[src/design/mci_consts.vh]
// Constants for the meter control inputs and error display block
`ifndef MCI_CONSTS_VH
`define MCI_CONSTS_VH

// AXI4-Lite register byte offsets
`define MCI_OFF_CTRL      8'h00
`define MCI_OFF_STATUS    8'h04
`define MCI_OFF_READING   8'h08
`define MCI_OFF_DISPLAY   8'h0c
`define MCI_OFF_TARE      8'h10
`define MCI_OFF_PEAK      8'h14
`define MCI_OFF_VALLEY    8'h18
`define MCI_OFF_SETPT     8'h1c
`define MCI_OFF_ERRIN     8'h20
`define MCI_OFF_EVENT     8'h24

// Control register fields
`define MCI_CTRL_RST_SCOPE   0
`define MCI_CTRL_PRINT_EN    1
`define MCI_CTRL_ALC_EN      2
`define MCI_CTRL_MENU_REQ    3
`define MCI_CTRL_CFG_EXIT    4
`define MCI_CTRL_RESET       8'h00

// Error input register fields (conditions from the measurement side)
`define MCI_ERR_OVLD      0
`define MCI_ERR_OPEN      1
`define MCI_ERR_NOPEN     2
`define MCI_ERR_IOVSC     3
`define MCI_ERR_ROVSC     4
`define MCI_ERR_CBOVF     5
`define MCI_ERR_UOMOVF    6
`define MCI_ERR_OFSOVF    7
`define MCI_ERR_SPOVF     8
`define MCI_ERR_STORED    9
`define MCI_ERR_NOSTOR    10
`define MCI_ERR_OPEN_EN   11

// Display message codes
`define MCI_MSG_READING   4'h0
`define MCI_MSG_NINES     4'h1
`define MCI_MSG_ERR01     4'h2
`define MCI_MSG_ERR02     4'h3
`define MCI_MSG_STORED    4'h4
`define MCI_MSG_NOSTOR    4'h5
`define MCI_MSG_OVLD      4'h6
`define MCI_MSG_POPEN     4'h7
`define MCI_MSG_NOPEN     4'h8
`define MCI_MSG_IOVSC     4'h9
`define MCI_MSG_ROVSC     4'ha
`define MCI_MSG_CBOVF     4'hb
`define MCI_MSG_UOMOVF    4'hc
`define MCI_MSG_HRESET    4'hd

// Display limits, 24-bit two's complement counts
`define MCI_DISP_MAX      24'h0f423f
`define MCI_DISP_MIN      24'hfe7961

// Timing
`define MCI_CLK_NS        8
`define MCI_DEB_MS        10
`define MCI_DEB_CYC       ((`MCI_DEB_MS * 1000000) / `MCI_CLK_NS)
`define MCI_MSG_MS        1000
`define MCI_MSG_CYC       ((`MCI_MSG_MS * 1000000) / `MCI_CLK_NS)
`define MCI_FLASH_MS      250
`define MCI_FLASH_CYC     ((`MCI_FLASH_MS * 1000000) / `MCI_CLK_NS)

`endif

[src/design/mci_debounce.v]
// Synchroniser and debouncer for one active-low contact input
`timescale 1ns/10ps
module mci_debounce #(
  parameter DEB_CYC = 1250000
) (
  input  wire aclk,
  input  wire aresetn,
  input  wire pin_n,
  output reg  level,
  output reg  pulse
);

  reg        s1_reg;
  reg        s2_reg;
  reg [20:0] cnt_reg;

  // Closed contact pulls the line low; level is high while closed
  always @(posedge aclk) begin
    if (!aresetn) begin
      s1_reg  <= 1'b0;
      s2_reg  <= 1'b0;
      cnt_reg <= 21'h000000;
      level   <= 1'b0;
      pulse   <= 1'b0;
    end else begin
      s1_reg <= ~pin_n;
      s2_reg <= s1_reg;
      pulse  <= 1'b0;
      if (s2_reg == level) begin
        cnt_reg <= 21'h000000;
      end else if (cnt_reg >= DEB_CYC[20:0] - 21'h000001) begin
        cnt_reg <= 21'h000000;
        level   <= s2_reg;
        pulse   <= s2_reg;
      end else begin
        cnt_reg <= cnt_reg + 21'h000001;
      end
    end
  end

endmodule // mci_debounce

[src/design/mci_meter_ctrl.v]
// Meter control inputs, setpoint drivers and error display selection
//
// Overview of operation
// [RULE1] Tare closure captures present reading as zero reference.
// [RULE2] Peak input closed shows stored highest reading, flashing.
// [RULE3] Valley input closed shows stored lowest reading, flashing.
// [RULE4] External reset: scope 0 hard reset with message; 1 clears peak/valley.
// [RULE5] Hold freezes display; tracking and outputs keep updating.
// [RULE6] Lockout blocks configuration changes and non-volatile writes.
// [RULE7] Lockout in run mode blocks menu entry into setup.
// [RULE8] Print input with print option set starts a serial printout.
// [RULE9] Print input with alarm-latch option set clears alarm latches.
// [RULE10] Auxiliary serial lines use RS-232 async framing at 5 V. This block has no serial lines; it only pulses print_start.
// [RULE11] Four setpoint outputs, each on while its condition holds; latched ones (reset default) stay on until RULE9 or a hard reset clears them.
// [RULE12] Value outside display range flashes all nines.
// [RULE13] Offset overflow flashes first error code.
// [RULE14] Setpoint overflow flashes second error briefly, then run mode.
// [RULE15] Confirmed change flashes stored/not-stored briefly then advances.
// [RULE16] Input beyond range flashes positive overload message.
// [RULE17] Open sensor with detection enabled flashes positive open.
// [RULE18] Below range with detection enabled flashes negative open.
// [RULE19] Input scale/offset overflow flashes input-overscale message.
// [RULE20] Reading scale/offset overflow flashes reading-overscale.
// [RULE21] Count-by rounding overflow flashes count-by overflow message.
// [RULE22] Unit character overflow flashes unit-of-measure overflow.
// [RULE23] Contact inputs are synchronised and debounced before use.
`timescale 1ns/10ps
`include "mci_consts.vh"
module mci_meter_ctrl #(
  parameter DEB_CYC   = `MCI_DEB_CYC,
  parameter MSG_CYC   = `MCI_MSG_CYC,
  parameter FLASH_CYC = `MCI_FLASH_CYC
) (
  input  wire        aclk,
  input  wire        aresetn,
  // Rear connector contacts, low while closed
  input  wire        tare_n,
  input  wire        peak_sel_n,
  input  wire        valley_sel_n,
  input  wire        ext_reset_n,
  input  wire        hold_n,
  input  wire        lockout_n,
  input  wire        print_reset_n,
  // Live reading from the measurement side
  input  wire [23:0] reading,
  input  wire        reading_valid,
  // Setpoint drivers (open collector: asserted high turns transistor on)
  output reg         setpoint_out_one,
  output reg         setpoint_out_two,
  output reg         alarm_out_one,
  output reg         alarm_out_two,
  output reg  [23:0] display_value,
  output reg  [3:0]  display_msg,
  output reg         display_blank,
  output reg         print_start,
  output reg         hard_reset_req,
  output reg         nv_write_en,
  output reg         setup_mode,
  // AXI4-Lite slave
  input  wire [7:0]  s_axi_awaddr,
  input  wire        s_axi_awvalid,
  output reg         s_axi_awready,
  input  wire [31:0] s_axi_wdata,
  input  wire [3:0]  s_axi_wstrb,
  input  wire        s_axi_wvalid,
  output reg         s_axi_wready,
  output reg  [1:0]  s_axi_bresp,
  output reg         s_axi_bvalid,
  input  wire        s_axi_bready,
  input  wire [7:0]  s_axi_araddr,
  input  wire        s_axi_arvalid,
  output reg         s_axi_arready,
  output reg  [31:0] s_axi_rdata,
  output reg  [1:0]  s_axi_rresp,
  output reg         s_axi_rvalid,
  input  wire        s_axi_rready
);

  // ---------------------------------------------------------------
  // Input conditioning
  // ---------------------------------------------------------------
  wire [6:0] pins_n = {print_reset_n, lockout_n, hold_n, ext_reset_n,
                       valley_sel_n, peak_sel_n, tare_n};
  wire [6:0] lvl;
  wire [6:0] pls;
  genvar gi;
  generate
    for (gi = 0; gi < 7; gi = gi + 1) begin : g_deb
      mci_debounce #(.DEB_CYC(DEB_CYC)) u_deb (
        .aclk    (aclk),
        .aresetn (aresetn),
        .pin_n   (pins_n[gi]),
        .level   (lvl[gi]),
        .pulse   (pls[gi])
      ); // RULE23
    end
  endgenerate

  wire tare_p   = pls[0];
  wire peak_l   = lvl[1];
  wire valley_l = lvl[2];
  wire xrst_p   = pls[3];
  wire hold_l   = lvl[4];
  wire lock_l   = lvl[5];
  wire print_p  = pls[6];

  // ---------------------------------------------------------------
  // Registers
  // ---------------------------------------------------------------
  reg  [7:0]  ctrl_reg;
  reg  [23:0] tare_reg;
  reg  [23:0] peak_reg;
  reg  [23:0] valley_reg;
  reg         pv_valid_reg;
  reg  [23:0] sp_reg [0:3];
  reg  [11:0] err_reg;
  reg  [3:0]  latch_reg;
  reg  [3:0]  sp_mode_reg;
  reg  [3:0]  event_reg;
  reg  [3:0]  brief_msg_reg;
  reg  [26:0] brief_cnt_reg;
  reg  [24:0] flash_cnt_reg;
  reg         flash_ph_reg;

  wire [23:0] rel = reading - tare_reg;
  wire        rst_scope = ctrl_reg[`MCI_CTRL_RST_SCOPE];

  function out_of_range;
    input [23:0] v;
    begin
      out_of_range = ($signed(v) > $signed(`MCI_DISP_MAX)) ||
                     ($signed(v) < $signed(`MCI_DISP_MIN));
    end
  endfunction

  // ---------------------------------------------------------------
  // AXI4-Lite write path
  // ---------------------------------------------------------------
  reg        aw_held;
  reg        w_held;
  reg [7:0]  aw_addr;
  reg [31:0] w_data;
  wire       wr_go = aw_held && w_held && !s_axi_bvalid;
  wire       do_cfg = wr_go && !lock_l; // RULE6
  wire       do_write = wr_go && ((aw_addr == `MCI_OFF_CTRL) ||
                                  (aw_addr == `MCI_OFF_SETPT) ||
                                  (aw_addr == `MCI_OFF_ERRIN));
  integer i;

  always @(posedge aclk) begin
    if (!aresetn) begin
      s_axi_awready <= 1'b1;
      s_axi_wready  <= 1'b1;
      s_axi_bvalid  <= 1'b0;
      s_axi_bresp   <= 2'b00;
      aw_held       <= 1'b0;
      w_held        <= 1'b0;
      aw_addr       <= 8'h00;
      w_data        <= 32'h00000000;
    end else begin
      if (s_axi_awvalid && s_axi_awready) begin
        aw_held       <= 1'b1;
        aw_addr       <= s_axi_awaddr;
        s_axi_awready <= 1'b0;
      end
      if (s_axi_wvalid && s_axi_wready) begin
        w_held       <= 1'b1;
        w_data       <= s_axi_wdata;
        s_axi_wready <= 1'b0;
      end
      if (wr_go) begin
        aw_held      <= 1'b0;
        w_held       <= 1'b0;
        s_axi_bvalid <= 1'b1;
        // Locked writes other than ERRIN, and writes outside CTRL/SETPT/ERRIN, are answered with SLVERR
        s_axi_bresp  <= (do_write && !(lock_l && aw_addr !=
                         `MCI_OFF_ERRIN)) ? 2'b00 : 2'b10;
      end
      if (s_axi_bvalid && s_axi_bready) begin
        s_axi_bvalid  <= 1'b0;
        s_axi_awready <= 1'b1;
        s_axi_wready  <= 1'b1;
      end
    end
  end

  // ---------------------------------------------------------------
  // AXI4-Lite read path
  // ---------------------------------------------------------------
  always @(posedge aclk) begin
    if (!aresetn) begin
      s_axi_arready <= 1'b1;
      s_axi_rvalid  <= 1'b0;
      s_axi_rdata   <= 32'h00000000;
      s_axi_rresp   <= 2'b00;
    end else if (s_axi_arvalid && s_axi_arready) begin
      s_axi_arready <= 1'b0;
      s_axi_rvalid  <= 1'b1;
      s_axi_rresp   <= 2'b00;
      case (s_axi_araddr)
        `MCI_OFF_CTRL:    s_axi_rdata <= {24'h000000, ctrl_reg};
        `MCI_OFF_STATUS:  s_axi_rdata <= {19'h00000, latch_reg,
                                          1'b0, setup_mode, lvl};
        `MCI_OFF_READING: s_axi_rdata <= {8'h00, rel};
        `MCI_OFF_DISPLAY: s_axi_rdata <= {4'h0, display_msg, display_value};
        `MCI_OFF_TARE:    s_axi_rdata <= {8'h00, tare_reg};
        `MCI_OFF_PEAK:    s_axi_rdata <= {8'h00, peak_reg};
        `MCI_OFF_VALLEY:  s_axi_rdata <= {8'h00, valley_reg};
        `MCI_OFF_SETPT:   s_axi_rdata <= {8'h00, sp_reg[0]};
        `MCI_OFF_ERRIN:   s_axi_rdata <= {20'h00000, err_reg};
        `MCI_OFF_EVENT:   s_axi_rdata <= {28'h0000000, event_reg};
        default: begin
          s_axi_rdata <= 32'h00000000;
          s_axi_rresp <= 2'b10;
        end
      endcase
    end else if (s_axi_rvalid && s_axi_rready) begin
      s_axi_rvalid  <= 1'b0;
      s_axi_arready <= 1'b1;
    end
  end

  // ---------------------------------------------------------------
  // Control, tare, peak/valley and setpoints
  // ---------------------------------------------------------------
  // SETPT write: bits 25:24 pick the setpoint, bit 27 latches it
  always @(posedge aclk) begin
    if (!aresetn) begin
      ctrl_reg       <= `MCI_CTRL_RESET;
      tare_reg       <= 24'h000000;
      peak_reg       <= 24'h000000;
      valley_reg     <= 24'h000000;
      pv_valid_reg   <= 1'b0;
      err_reg        <= 12'h000;
      latch_reg      <= 4'h0;
      sp_mode_reg    <= 4'h0;
      event_reg      <= 4'h0;
      setup_mode     <= 1'b0;
      hard_reset_req <= 1'b0;
      print_start    <= 1'b0;
      nv_write_en    <= 1'b0;
      for (i = 0; i < 4; i = i + 1) sp_reg[i] <= 24'h000000;
    end else begin
      hard_reset_req <= 1'b0;
      print_start    <= 1'b0;
      nv_write_en    <= 1'b0;
      if (wr_go && aw_addr == `MCI_OFF_EVENT)
        event_reg <= event_reg & ~w_data[3:0];
      if (tare_p && reading_valid)
        tare_reg <= reading; // RULE1
      // Tracking continues even while the display is held
      if (reading_valid) begin
        if (!pv_valid_reg || $signed(rel) > $signed(peak_reg))
          peak_reg <= rel; // RULE5
        if (!pv_valid_reg || $signed(rel) < $signed(valley_reg))
          valley_reg <= rel;
        pv_valid_reg <= 1'b1;
      end
      if (xrst_p) begin
        if (rst_scope) begin
          pv_valid_reg <= 1'b0; // RULE4
          peak_reg     <= 24'h000000;
          valley_reg   <= 24'h000000;
        end else begin
          hard_reset_req <= 1'b1; // RULE4
          tare_reg       <= 24'h000000;
          pv_valid_reg   <= 1'b0;
          latch_reg      <= 4'h0;
          setup_mode     <= 1'b0;
          event_reg[0]   <= 1'b1;
        end
      end
      if (print_p && ctrl_reg[`MCI_CTRL_PRINT_EN]) begin
        print_start  <= 1'b1; // RULE8
        event_reg[1] <= 1'b1;
      end
      if (print_p && ctrl_reg[`MCI_CTRL_ALC_EN])
        latch_reg <= 4'h0; // RULE9
      for (i = 0; i < 4; i = i + 1)
        if (!sp_mode_reg[i] && reading_valid &&
            $signed(rel) > $signed(sp_reg[i]))
          latch_reg[i] <= 1'b1; // RULE11
      if (wr_go && aw_addr == `MCI_OFF_ERRIN)
        err_reg <= w_data[11:0];
      if (do_cfg && aw_addr == `MCI_OFF_CTRL) begin
        ctrl_reg    <= {5'h00, w_data[2:0]}; // RULE6
        nv_write_en <= 1'b1;
        if (w_data[`MCI_CTRL_MENU_REQ] && !setup_mode)
          setup_mode <= 1'b1; // RULE7
        if (w_data[`MCI_CTRL_CFG_EXIT])
          setup_mode <= 1'b0;
      end
      if (do_cfg && aw_addr == `MCI_OFF_SETPT) begin
        sp_reg[w_data[25:24]]      <= w_data[23:0];
        sp_mode_reg[w_data[25:24]] <= ~w_data[27];
        nv_write_en                <= 1'b1;
      end
      if (err_reg[`MCI_ERR_SPOVF])
        setup_mode <= 1'b0; // RULE14
    end
  end

  // ---------------------------------------------------------------
  // Setpoint drivers
  // ---------------------------------------------------------------
  function sp_active;
    input [23:0] v;
    input [23:0] sp;
    input        latched;
    input        mode;
    begin
      sp_active = mode ? ($signed(v) > $signed(sp)) : latched;
    end
  endfunction

  always @(posedge aclk) begin
    if (!aresetn) begin
      setpoint_out_one <= 1'b0;
      setpoint_out_two <= 1'b0;
      alarm_out_one    <= 1'b0;
      alarm_out_two    <= 1'b0;
    end else begin
      setpoint_out_one <= sp_active(rel, sp_reg[0], latch_reg[0],
                                    sp_mode_reg[0]); // RULE11
      setpoint_out_two <= sp_active(rel, sp_reg[1], latch_reg[1],
                                    sp_mode_reg[1]);
      alarm_out_one    <= sp_active(rel, sp_reg[2], latch_reg[2],
                                    sp_mode_reg[2]);
      alarm_out_two    <= sp_active(rel, sp_reg[3], latch_reg[3],
                                    sp_mode_reg[3]);
    end
  end

  // ---------------------------------------------------------------
  // Brief messages and flash timing
  // ---------------------------------------------------------------
  always @(posedge aclk) begin
    if (!aresetn) begin
      brief_msg_reg <= `MCI_MSG_READING;
      brief_cnt_reg <= 27'h0000000;
      flash_cnt_reg <= 25'h0000000;
      flash_ph_reg  <= 1'b0;
    end else begin
      if (flash_cnt_reg >= FLASH_CYC[24:0] - 25'h0000001) begin
        flash_cnt_reg <= 25'h0000000;
        flash_ph_reg  <= ~flash_ph_reg;
      end else begin
        flash_cnt_reg <= flash_cnt_reg + 25'h0000001;
      end
      if (xrst_p && !rst_scope) begin
        brief_msg_reg <= `MCI_MSG_HRESET; // RULE4
        brief_cnt_reg <= MSG_CYC[26:0];
      end else if (err_reg[`MCI_ERR_SPOVF]) begin
        brief_msg_reg <= `MCI_MSG_ERR02; // RULE14
        brief_cnt_reg <= MSG_CYC[26:0];
      end else if (err_reg[`MCI_ERR_STORED] ||
                   err_reg[`MCI_ERR_NOSTOR]) begin
        brief_msg_reg <= (err_reg[`MCI_ERR_STORED] && !lock_l) ?
                         `MCI_MSG_STORED : `MCI_MSG_NOSTOR; // RULE15
        brief_cnt_reg <= MSG_CYC[26:0];
      end else if (brief_cnt_reg != 27'h0000000) begin
        brief_cnt_reg <= brief_cnt_reg - 27'h0000001;
      end else begin
        brief_msg_reg <= `MCI_MSG_READING;
      end
    end
  end

  // ---------------------------------------------------------------
  // Display selection
  // ---------------------------------------------------------------
  reg [3:0]  msg_next;
  reg [23:0] val_next;
  reg        flash_next;
  wire       open_en = err_reg[`MCI_ERR_OPEN_EN];

  always @* begin
    val_next   = hold_l ? display_value : rel; // RULE5
    flash_next = 1'b0;
    msg_next   = `MCI_MSG_READING;
    if (peak_l) begin
      val_next   = peak_reg; // RULE2
      flash_next = 1'b1;
    end else if (valley_l) begin
      val_next   = valley_reg; // RULE3
      flash_next = 1'b1;
    end
    if (brief_cnt_reg != 27'h0000000) begin
      msg_next   = brief_msg_reg; // RULE15
      flash_next = 1'b1;
    end else if (err_reg[`MCI_ERR_OFSOVF]) begin
      msg_next   = `MCI_MSG_ERR01; // RULE13
      flash_next = 1'b1;
    end else if (err_reg[`MCI_ERR_OVLD]) begin
      msg_next   = `MCI_MSG_OVLD; // RULE16
      flash_next = 1'b1;
    end else if (open_en && err_reg[`MCI_ERR_OPEN]) begin
      msg_next   = `MCI_MSG_POPEN; // RULE17
      flash_next = 1'b1;
    end else if (open_en && err_reg[`MCI_ERR_NOPEN]) begin
      msg_next   = `MCI_MSG_NOPEN; // RULE18
      flash_next = 1'b1;
    end else if (err_reg[`MCI_ERR_IOVSC]) begin
      msg_next   = `MCI_MSG_IOVSC; // RULE19
      flash_next = 1'b1;
    end else if (err_reg[`MCI_ERR_ROVSC]) begin
      msg_next   = `MCI_MSG_ROVSC; // RULE20
      flash_next = 1'b1;
    end else if (err_reg[`MCI_ERR_CBOVF]) begin
      msg_next   = `MCI_MSG_CBOVF; // RULE21
      flash_next = 1'b1;
    end else if (err_reg[`MCI_ERR_UOMOVF]) begin
      msg_next   = `MCI_MSG_UOMOVF; // RULE22
      flash_next = 1'b1;
    end else if (out_of_range(val_next)) begin
      msg_next   = `MCI_MSG_NINES; // RULE12
      val_next   = `MCI_DISP_MAX;
      flash_next = 1'b1;
    end
  end

  always @(posedge aclk) begin
    if (!aresetn) begin
      display_value <= 24'h000000;
      display_msg   <= `MCI_MSG_READING;
      display_blank <= 1'b0;
    end else begin
      display_value <= val_next;
      display_msg   <= msg_next;
      display_blank <= flash_next & flash_ph_reg;
    end
  end

endmodule // mci_meter_ctrl

[config.mk]
export PLATFORM = sky130hd
export DESIGN_NAME = mci_meter_ctrl
export DESIGN_NICKNAME = d
export VERILOG_FILES = /design/src/design/mci_debounce.v /design/src/design/mci_meter_ctrl.v
export VERILOG_INCLUDE_DIRS = /design/src /design/src/design
export SDC_FILE = /design/constraint.sdc
export NUM_CORES = 1
export LEC_CHECK = 0
export BUFFER_PORTS_ARGS = -buffer_cell sky130_fd_sc_hd__buf_4
export CAP_MARGIN = 20
export CORE_UTILIZATION = 30
export CTS_CLUSTER_SIZE = 12
export DETAILED_ROUTE_END_ITERATION = 8
export PLACE_DENSITY = 0.52
export SYNTH_ARGS = -nofsm -noshare
export SYNTH_HDL_FRONTEND = slang
export SYNTH_HIERARCHICAL = 1
export SYNTH_SLANG_ARGS = --single-unit
[constraint.sdc]
create_clock -name aclk -period 4.7 [get_ports aclk]
set_clock_uncertainty 0.2 [all_clocks]
set_input_delay 0.235 -clock aclk [delete_from_list [all_inputs] [get_ports aclk]]
set_output_delay 0.235 -clock aclk [all_outputs]
set_load 0.01 [all_outputs]
Yosys cells after proc, flatten, opt, wreduce, memory -nomap -nowiden
Memories as Yosys holds them, arrays and structs flattened. Index checks and enable logic that the tools add are counted.

Muxes and demuxes: 96. Bitwise logic cells: 23. Add/subtract/negate cells: 10. Magnitude comparators: 18. Eq/ne operators: 26. Reduce and logical (&&, ||, !) cells: 89.

Operators with widths (number): $mux W24 (25); $pmux W28 S10 (1); $add A21 B1 Y21 const B (7); $ge A21 B21 Y1 const B (7); $gt A24 B24 Y1 (5); $mux W27 (4); $mux W4 (16); $mux W1 (44); $eq A8 B5 Y1 const B (5); $eq A8 B6 Y1 const B (4); $logic_and A1 B1 Y1 (32); $reduce_or A3 Y1 (10); $reduce_bool A27 Y1 (1); $sub A27 B1 Y27 const B (1); $add A25 B1 Y25 const B (1); $ge A25 B25 Y1 const B (1); $gt A24 B21 Y1 const B (1); $lt A24 B18 Y1 const B (1); $lt A24 B24 Y1 (1); $reduce_and A2 Y1 (12); $reduce_or A24 Y1 (1); $sub A24 B24 Y24 (1); $not A1 Y1 (20); $eq A8 B4 Y1 const B (2); 23 further kinds (59).

Memories kept: 1. Logic and storage cells: 337. Bits in writable memories: 96. Register bits after elaboration: 444.

Memory list: sp_reg (words 4, bits a word 24, rd ports 4, clocked after Yosys merged registers in 0, write ports 4, line mci_meter_ctrl.v:115) `reg [23:0] sp_reg [0:3];`.

Longest topological paths before layout
Gate-level depths: netlist of run 1.

Depth in word-level cells: 17. Mapped depth: 23. Depth with buffers taken out: 22.

Cells and area by module
Netlist of run 1, hierarchy kept.

Modules (own cells, without submodules): mci_meter_ctrl (seq. area each 8207.9 um2, area each 20165.6 um2, cells an instance 2354, times used 1); mci_debounce (seq. area each 500.5 um2, area each 1144.8 um2, cells an instance 129, times used 7).

Worst setup path after synthesis of run 1
OpenSTA, ideal clock, no wires.

Kind: flip-flop to flip-flop. From: register tare_reg[0]. To: register peak_reg[12]. Cell stages (with the launch flop): 22. Period minus slack after synthesis: 5.042 ns. Path buffers: 1. Arrival: 4.715 ns. Setup slack: -0.342 ns. Setup time: 0.128 ns. Cells stage by stage: dfxtp_1 -> ha_1 -> inv_1 -> fa_1 -> a211oi_2 -> o211ai_1 -> nand4_1 -> nand2_1 -> a211oi_1 -> xor2_1 -> inv_1 -> ha_1 -> nand4_1 -> nor2_1 -> inv_1 -> nor4_1 -> o21ai_0 -> a221o_1 -> a31oi_1 -> buf_2 -> mux2i_1 -> nor2_1.

Cells in the longest elaborated chain, start to end: 7.

RTL lines: from (decl) (line mci_meter_ctrl.v:111) `reg [23:0] tare_reg;`; from (signal assigned) (line mci_meter_ctrl.v:250) `tare_reg <= reading;`; $sub A24 B24 Y24 (*) (line mci_meter_ctrl.v:125) `wire [23:0] rel = reading - tare_reg;`; $gt A24 B24 Y1 (line mci_meter_ctrl.v:253) `if (!pv_valid_reg || $signed(rel) > $signed(peak_reg))`; $logic_or A1 B1 Y1 (line mci_meter_ctrl.v:253); $mux W24 (*) (line mci_meter_ctrl.v:253); $mux W24 (*) (line mci_meter_ctrl.v:252) `if (reading_valid) begin`; $mux W24 (line mci_meter_ctrl.v:260) `if (rst_scope) begin`; $mux W24 (*) (line mci_meter_ctrl.v:259) `if (xrst_p) begin`; to (signal assigned) (line mci_meter_ctrl.v:254) `peak_reg <= rel;`; to (decl) (line mci_meter_ctrl.v:112) `reg [23:0] peak_reg;`.

Mark *: on every way between the ends. The rest lies on a longest branch, timed or not. A chain may end at the register's enable or synchronous reset.

Worst setup path in the final report of run 1
From: input reading[0]. To: register peak_reg[23].

Cells in the longest elaborated chain, start to end: 7.

RTL lines: from (decl) (line mci_meter_ctrl.v:45) `input wire [23:0] reading,`; $sub A24 B24 Y24 (*) (line mci_meter_ctrl.v:125); $gt A24 B24 Y1 (line mci_meter_ctrl.v:253); $logic_or A1 B1 Y1 (line mci_meter_ctrl.v:253); $mux W24 (*) (line mci_meter_ctrl.v:253); $mux W24 (*) (line mci_meter_ctrl.v:252); $mux W24 (line mci_meter_ctrl.v:260); $mux W24 (*) (line mci_meter_ctrl.v:259).

Marks and branches as above.

==> reports/results.tsv, run 1 <==
stage	metric	value	unit
yosys	syn_inst	3249	
min_path	min_path_type	input pin to flip-flop	
clock_tree	clk_latency	0.67	ns
timing	period_minus_slack	4.69	ns
clock_tree	clk_pin_slew	0.06	ns
finish	post-route-util	37.9	%
placement	gp_congestion	0.904	
critical_path	critPathLaunchType	input pin	
finish	syn_to_final_growth	24.6	%
drt	vias_per_cell	4.95	
die	initial_core_util	30.4	%
drt	wl	91.6	mm
placement	placed_area	31500	um^2
drt	route.detailed.drc	0	
die	io_pins	169	
timing	tns	0	ns
critical_path	worstPathArrival	5.06	ns
finish	final_cells	4913	
drt	detail-route-antenna-nets	0	
critical_path	path_max_fanout	7	
timing	hold_viol_final	0	
power_and_ir_drop	p_total	12.3	mW
drt	drtPass1Iterations	8	
timing	worst_slack	0.0123	ns
die	die_height	308	um
yosys	ys.warnings.count	6	
critical_path	worst-endpoint-required	5.07	ns
clock_tree	root_buffer	clkbuf_16	
clock_tree	cts_sinks	533	
timing	finalCritPeriodShare	99.7	%
job	max_cap_violations	0	
clock_tree	htree_num_levels	2	
die	row_count	111	
critical_path	timing.critical_path.max_delay_family	compound AO/OA/AOI/OAI gates	
critical_path	cpPeakStageDelay	0.54	ns
timing	timing.fmax	0.213	GHz
global_routing	grt_antenna_before_repair	3	
power_and_ir_drop	p_leak	13.9	nW
yosys	synth_area	28100	um^2
finish	drive_gt1_share	16.2	%
timing	worst_pin_slew	1.04	ns
global_routing	grt_util_all_layers	19.1	%
drt	wl_per_cell	18.6	um
timing	rsz0062_at_grt	true	
placement	place_hpwl	68.7	mm
power_and_ir_drop	pwr_density_cell	351	nW/um^2
timing	finalSetupViolCount	0	
critical_path	critPathSlowestCell	dlygate4sd3_1	
drt	drt_iter0_drc	1856	
global_routing	grt-ovfl-total	0	
timing	slew_viol_final	0	
timing	finalHoldWorstSlack	0.0950	ns
global_routing	grt_max_degree	62	
power_and_ir_drop	ir_drop	267	uV
finish	largest_reg_flops	147	
placement	pre_cts_slack	-0.333	ns
die	core	92200	um^2
clock_tree	cts_buffer_depth	3	
finish	num-nets-final	3877	
die	die_x	308	um
critical_path	path_buf_inv	11	
global_routing	grt_pass1_vias	23388	
global_routing	grt_pass1_wl	141	mm
clock_tree	cts_buffers	61	
clock_tree	cts_tree	done	
placement	portBuffers	153	
run_status	status	completed	
critical_path	end_kind	flip-flop	
drt	num_vias	24300	
timing	relSlewSlack	30.5	%
critical_path	crit_type	input pin to flip-flop	
finish	antenna_cells	0	
critical_path	worst_path_most_repeated_cell	buf_4	
die	die_area	94800	um^2
placement	post-place-cells	4689	
yosys	avgSynthCellArea	8.64	um^2
finish	final_area	35000	um^2
==> worst min-delay path, cell delays in order <==
cell	delay (ns)
buf_4	0.11
nand2b_1	0.20
nor2_2	0.18
nand3_1	0.12
a21oi_1	0.06
==> layer usage <==
metal	vias to the layer above	GRT usage, %	part of all wire (%)
li1	12141	-	-
met1	11460	25.0	45
met2	568	32.1	47
met3	125	3.04	5.7
met4	6	5.61	2.6
met5	-	0	0.049
==> power breakdown <==
part	switching, mW	total [mW]	internal [mW]
clock network	2.06	4.81	2.75
logic	1.25	2.28	1.03
registers	0.270	5.18	4.91
==> cells in the final DEF, fill, tap and decap left out, types with 64 or more instances in the layout <==
master           n
mux2i_1         75
xor2_1         114
nand2_1        363
edfxtp_1        96
nand3_1        109
nand4_1         79
inv_1          216
dlygate4sd3_1   97
a21oi_1        197
buf_4          323
o21ai_0         64
dfxtp_1        434
ha_1           160
nor3_1          66
nor2_1         429
xnor2_1         74
==> path summary, 6_finish.rpt <==
kind,start,end,slack (ns),depth (start not counted)
hold reg to reg,g_deb[5].u_deb/s1_reg,g_deb[5].u_deb/s2_reg,0.23,1
hold / removal,s_axi_araddr[4],s_axi_rdata[26],0.1,5
setup / recovery,reading[0],peak_reg[23],0.01,28
setup reg to reg,tare_reg[0],peak_reg[23],0.02,25
==> what timing repair did <==
item	CTS	global route
hold endpoints to repair	91	0
gates resized for setup	23	52
pin swaps	11	22
endpoints found under the setup margin	45	67
buffers inserted	5	8
hold buffers	97	0
gates cloned	1	0
==> layout make-up <==
type                    instances  area, um^2
clock inverters                31         289
repair buffers                434        3640
multi-input cells            2371       15300
clock buffers                  81        1730
inverters                     220         828
flip-flops and latches        533       11600
fillers                      9566       57200
well taps                    1243        1560
Note: power is estimated with default switching activity, not from simulation.
==> run 2, diff against run 1 <==
Settings changed: PLACE_DENSITY 0.52 to 0.5.
Clock period 4.7 ns to 5.8 ns, I/O delays scaled along.
==> run 2 against run 1 <==
Net effect: non-clock buffer count decreased by 142; sequential share of layout area increased by 1.3 points; via count decreased by 2.7%; largest power group unchanged; register-to-register slack improved by 0.30 ns.
==> reports/results.tsv, run 2 (synthesis gave the netlist of run 1 again) <==
stage	metric	value	unit
power_and_ir_drop	p_switching	2.81	mW
drt	drtPass1Iterations	6	
power_and_ir_drop	ir_drop	218	uV
critical_path	path_max_fanout	20	
critical_path	critPathLaunchType	input pin	
global_routing	grt_util_all_layers	18.6	%
clock_tree	cts_buffer_depth	3	
timing	finalCritPeriodShare	95.0	%
critical_path	timing.rr.end	peak_reg[9]	
die	initial_core_util	30.4	%
critical_path	worst-endpoint-required	6.06	ns
finish	nFillCells	9635	
critical_path	crit_type	input pin to flip-flop	
global_routing	grt-ovfl-total	0	
clock_tree	htree_num_levels	3	
drt	vias_per_cell	4.95	
global_routing	grt_max_degree	71	
finish	register_area	11600	um^2
placement	post-place-cells	4577	
timing	relSlewSlack	24.9	%
timing	tns	0	ns
finish	mostFrequentLayoutCells	dfxtp_1, nor2_1, nand2_1	
power_and_ir_drop	p_comb_share	16.8	%
critical_path	cp-startpoint	reading[0]	
die	io_pins	169	
clock_tree	root_buffer	clkbuf_16	
critical_path	end_kind	flip-flop	
power_and_ir_drop	p_leak	13.2	nW
power_and_ir_drop	p_clk_share	41.4	%
timing	rsz0062_at_grt	false	
timing	period_minus_slack	5.51	ns
critical_path	critPathCapture	peak_reg[9]	
drt	route.detailed.drc	0	
finish	final_area	33700	um^2
critical_path	rrSetupSlack	0.32	ns
min_path	min_path_type	input pin to flip-flop	
timing	finalSetupViolCount	0	
timing	hold_viol_final	0	
critical_path	reg2regPathDepth	21	
placement	place_hpwl	64.9	mm
power_and_ir_drop	pwr_density_cell	297	nW/um^2
run_status	status	completed	
finish	layout_commonest_cell	dfxtp_1	
clock_tree	clk_pin_slew	0.06	ns
die	die_x	308	um
finish	syn_to_final_growth	19.9	%
global_routing	grt_pass1_wl	137	mm
placement	pre_cts_slack	0.279	ns
power_and_ir_drop	switching_share	28.0	%
drt	wl_per_cell	18.5	um
power_and_ir_drop	p_seq_share	41.8	%
die	core	92200	um^2
timing	timing.fmax	0.181	GHz
timing	worst_slack	0.288	ns
finish	num-nets-final	3740	
placement	gp_congestion	0.919	
finish	antenna_cells	0	
clock_tree	cts_sinks	533	
clock_tree	cts_buffers	66	
finish	drive_gt1_share	11.8	%
placement	placed_area	30700	um^2
die	row_count	111	
critical_path	timing.rr.start	tare_reg[0]	
finish	largest_reg_flops	147	
placement	portBuffers	153	
power_and_ir_drop	cellInternalPower	7.21	mW
drt	detail-route-antenna-nets	0	
finish	final_cells	4776	
job	max_cap_violations	0	
timing	slew_viol_final	0	
min_path	hold_start	aresetn	
timing	worst_pin_slew	1.12	ns
global_routing	grt_pass1_vias	22875	
critical_path	worstPathArrival	5.77	ns
drt	drt_iter0_drc	1560	
clock_tree	clk_latency	0.61	ns
die	die_area	94800	um^2
die	die_height	308	um
global_routing	grt_antenna_before_repair	3	
clock_tree	cts_tree	done	
timing	finalHoldWorstSlack	0.0573	ns
drt	wl	88.2	mm
drt	num_vias	23656	
finish	multi_input_area	15000	um^2
==> run 2: worst min-delay path by stage <==
stage                             to  slack, ns  cells after the start
2_1_floorplan  g_deb[0].u_deb/s1_reg       0.16                      1
3_3_place_gp   g_deb[5].u_deb/s2_reg       0.22                      1
3_5_place_dp   g_deb[1].u_deb/s2_reg       0.22                      1
4_1_cts            display_value[14]       0.03                      3
5_1_grt                 latch_reg[3]       0.08                      3
6_report           display_value[14]       0.06                      3
==> run 2: power by group through the flow <==
stage	logic, mW	clock network, mW	registers (mW)
finish	1.68	4.15	4.19
global route	1.88	4.43	4.21
CTS	1.68	4.28	4.19
detailed placement	1.63	0	4.27
global placement	1.62	0	4.27
floorplan	1.10	0	4.21
==> run 2: per-layer routing <==
metal / up-vias / wire, um / global-route usage [%]
li1: 11862 / - / -
met1: 11163 / 40300 / 24.2
met2: 500 / 41300 / 31.2
met3: 129 / 3930 / 2.89
met4: 2 / 2630 / 5.98
met5: - / 12 / 0
==> run 2: cell type report <==
cell class	count	area share (%)
clock inverter	17	0.479
clock buffer	100	5.93
sequential	533	34.5
timing repair buffer	292	7.31
inverter	220	2.46
tap	1243	4.62
multi-input combinational	2371	44.7
==> run 2: critical path, stage by stage <==
cell and delay, ns:
dlygate4sd3_1 0.55, buf_4 0.14, inv_1 0.05, ha_1 0.14, inv_1 0.05, fa_1 0.44, a211oi_4 0.32, o211ai_1 0.20
nand4_1 0.23, nand2_1 0.11, a211oi_1 0.25, xor2_1 0.37, inv_1 0.24, ha_1 0.34, nand4_1 0.09, nor2_1 0.21
inv_1 0.08, nor4_1 0.31, o21ai_0 0.21, a221o_1 0.42, a31oi_4 0.24, buf_12 0.25, mux2i_1 0.20, nor2_1 0.05
==> run 2: metrics by stage <==
step                      power, mW  utilization, %
after floorplan                5.30               -
after global placement         5.89            33.2
after detailed placement       5.90            33.2
after CTS                      10.2            36.4
after global routing           10.5            36.5
final                          10.0            36.5
==> run 2: what timing repair did <==
action / in CTS / in global routing
hold endpoints to repair: 72 / 0
buffers inserted: 0 / 0
gates resized for setup: 0 / 1
hold buffers: 80 / 0
setup endpoints to repair: 0 / 14
==> run 3, diff against run 2 <==
Settings changed: CORE_ASPECT_RATIO set to 0.8.
==> run 3 against run 2 <==
Net effect: register-to-register slack worse by 0.09 ns; largest cell class unchanged; final area down 0.44%; largest power group unchanged; combinational power up 4%; die area about the same; global-route usage up 0.063 points; fmax down 1.1%; first-iteration DRC count up 37%; routed wire length up 2.6%; core utilization about the same.
==> reports/results.tsv, run 3 (synthesis gave the netlist of run 1 again) <==
stage	metric	value	unit
power_and_ir_drop	cellInternalPower	6.90	mW
power_and_ir_drop	pwr_density_cell	290	nW/um^2
critical_path	cp-startpoint	tare_reg[0]	
power_and_ir_drop	p_clk_share	38.7	%
die	row_count	99	
critical_path	worstPathArrival	5.87	ns
timing	period_minus_slack	5.57	ns
die	die_height	276	um
critical_path	critPathCapture	peak_reg[19]	
finish	register_area	11600	um^2
clock_tree	root_buffer	clkbuf_16	
drt	wl_per_cell	19.1	um
clock_tree	cts_tree	done	
timing	hold_viol_final	0	
global_routing	grt-ovfl-total	0	
clock_tree	postCtsSetupRepairBufs	0	
die	initial_core_util	30.6	%
timing	finalSetupViolCount	0	
finish	largest_reg_flops	147	
power_and_ir_drop	switching_share	29.1	%
finish	multi_input_area	15000	um^2
critical_path	critPathLaunchType	flip-flop	
critical_path	crit_type	flip-flop to flip-flop	
finish	drive_gt1_share	11.7	%
clock_tree	cts_buffer_depth	3	
critical_path	timing.rr.end	peak_reg[19]	
drt	drt_iter0_drc	2140	
global_routing	grt_util_all_layers	18.6	%
placement	place_hpwl	67.4	mm
finish	post-route-util	36.5	%
timing	relSlewSlack	13.1	%
die	io_pins	169	
critical_path	reg2regPathDepth	20	
global_routing	grt_pass1_wl	135	mm
critical_path	timing.rr.start	tare_reg[0]	
global_routing	grt_pass1_vias	22016	
finish	final_area	33500	um^2
die	die_x	344	um
timing	timing.fmax	0.179	GHz
finish	mostFrequentLayoutCells	dfxtp_1, nor2_1, nand2_1	
power_and_ir_drop	p_switching	2.84	mW
power_and_ir_drop	p_comb_share	17.9	%
min_path	min_path_type	input pin to flip-flop	
timing	finalHoldWorstSlack	0.0497	ns
job	max_cap_violations	0	
power_and_ir_drop	p_total	9.73	mW
placement	gp_congestion	0.917	
placement	placed_area	30600	um^2
finish	nFillCells	9492	
critical_path	path_max_fanout	6	
drt	wl	90.5	mm
placement	portBuffers	153	
finish	num-nets-final	3738	
critical_path	end_kind	flip-flop	
clock_tree	clk_pin_slew	0.06	ns
power_and_ir_drop	p_leak	13.1	nW
run_status	status	completed	
power_and_ir_drop	ir_drop	254	uV
drt	detail-route-antenna-nets	0	
clock_tree	htree_num_levels	2	
finish	layout_commonest_cell	dfxtp_1	
finish	antenna_cells	0	
power_and_ir_drop	p_seq_share	43.3	%
timing	finalCritPeriodShare	96.1	%
die	core	91900	um^2
global_routing	grt_max_degree	49	
timing	worst_pin_slew	1.29	ns
timing	slew_viol_final	0	
critical_path	rrSetupSlack	0.23	ns
global_routing	grt_antenna_before_repair	3	
clock_tree	clk_latency	0.66	ns
drt	drtPass1Iterations	6	
die	die_area	94800	um^2
drt	num_vias	23991	
timing	rsz0062_at_grt	false	
critical_path	worst-endpoint-required	6.09	ns
clock_tree	cts_buffers	56	
finish	syn_to_final_growth	19.4	%
drt	route.detailed.drc	0	
clock_tree	cts_sinks	533	
drt	vias_per_cell	5.06	
timing	tns	0	ns
==> run 3: per-layer routing <==
| metal | routed length, um | vias up | GRT usage (%) | part of all wire, % |
|---|---|---|---|---|
| met5 | 13 | - | 0 | 0.014 |
| li1 | - | 11845 | - | - |
| met2 | 35100 | 754 | 25.5 | 39 |
| met4 | 2370 | 2 | 5.34 | 2.6 |
| met3 | 7790 | 139 | 4.48 | 8.6 |
| met1 | 45300 | 11251 | 28.3 | 50 |
==> run 3: worst min-delay path by stage <==
stage,startpoint,to,slack [ns],cells after the start
floorplan,tare_n,g_deb[0].u_deb/s1_reg,0.16,1
global placement,g_deb[4].u_deb/s1_reg,g_deb[4].u_deb/s2_reg,0.21,1
detailed placement,g_deb[2].u_deb/s1_reg,g_deb[2].u_deb/s2_reg,0.22,1
CTS,reading_valid,latch_reg[0],0.02,4
global route,reading_valid,latch_reg[0],0.06,4
finish,reading_valid,latch_reg[0],0.05,4
==> run 3: power groups by stage <==
stage	Clock, mW	Combinational [mW]	Sequential, mW
3_3_place_gp	0	1.65	4.29
4_1_cts	3.87	1.72	4.21
2_1_floorplan	0	1.10	4.21
3_5_place_dp	0	1.66	4.29
6_report	3.77	1.75	4.22
5_1_grt	4.04	1.93	4.24
==> run 3: cell type report <==
class                           count  area share (%)
Inverter                          220            2.47
Timing Repair Buffer              300            7.77
Clock buffer                       90            5.05
Clock inverter                     13           0.653
Sequential cell                   533            34.7
Multi-Input combinational cell   2371            44.8
Tap cell                         1212            4.52
==> run 3: worst max-delay path: stages, from the launching register on <==
cell and delay, ns:
dfxtp_1 0.53, ha_1 0.23, inv_1 0.05, fa_1 0.40
a211oi_2 0.28, o211ai_1 0.18, nand4_1 0.19, nand2_1 0.11
xor2_1 0.84, buf_4 0.30, ha_1 0.16, nand4_1 0.16
nor2_1 0.18, inv_1 0.08, nor4_1 0.23, o21ai_0 0.17
a221o_1 0.41, a31oi_4 0.25, buf_4 0.21, mux2i_1 0.21
nor2_1 0.06
==> run 3: what timing repair did <==
action | in CTS | in global routing
endpoints found under the hold margin | 91 | 0
hold buffers | 82 | 0
gates resized for setup | 0 | 0
==> run 3: stage by stage <==
step           setup slack (ns)  std cells
2_1_floorplan             0.758       3254
3_5_place_dp              0.434       4546
5_1_grt                  0.0743       4739
3_3_place_gp              0.480       4545
6_report                  0.226       4739
4_1_cts                   0.412       4731
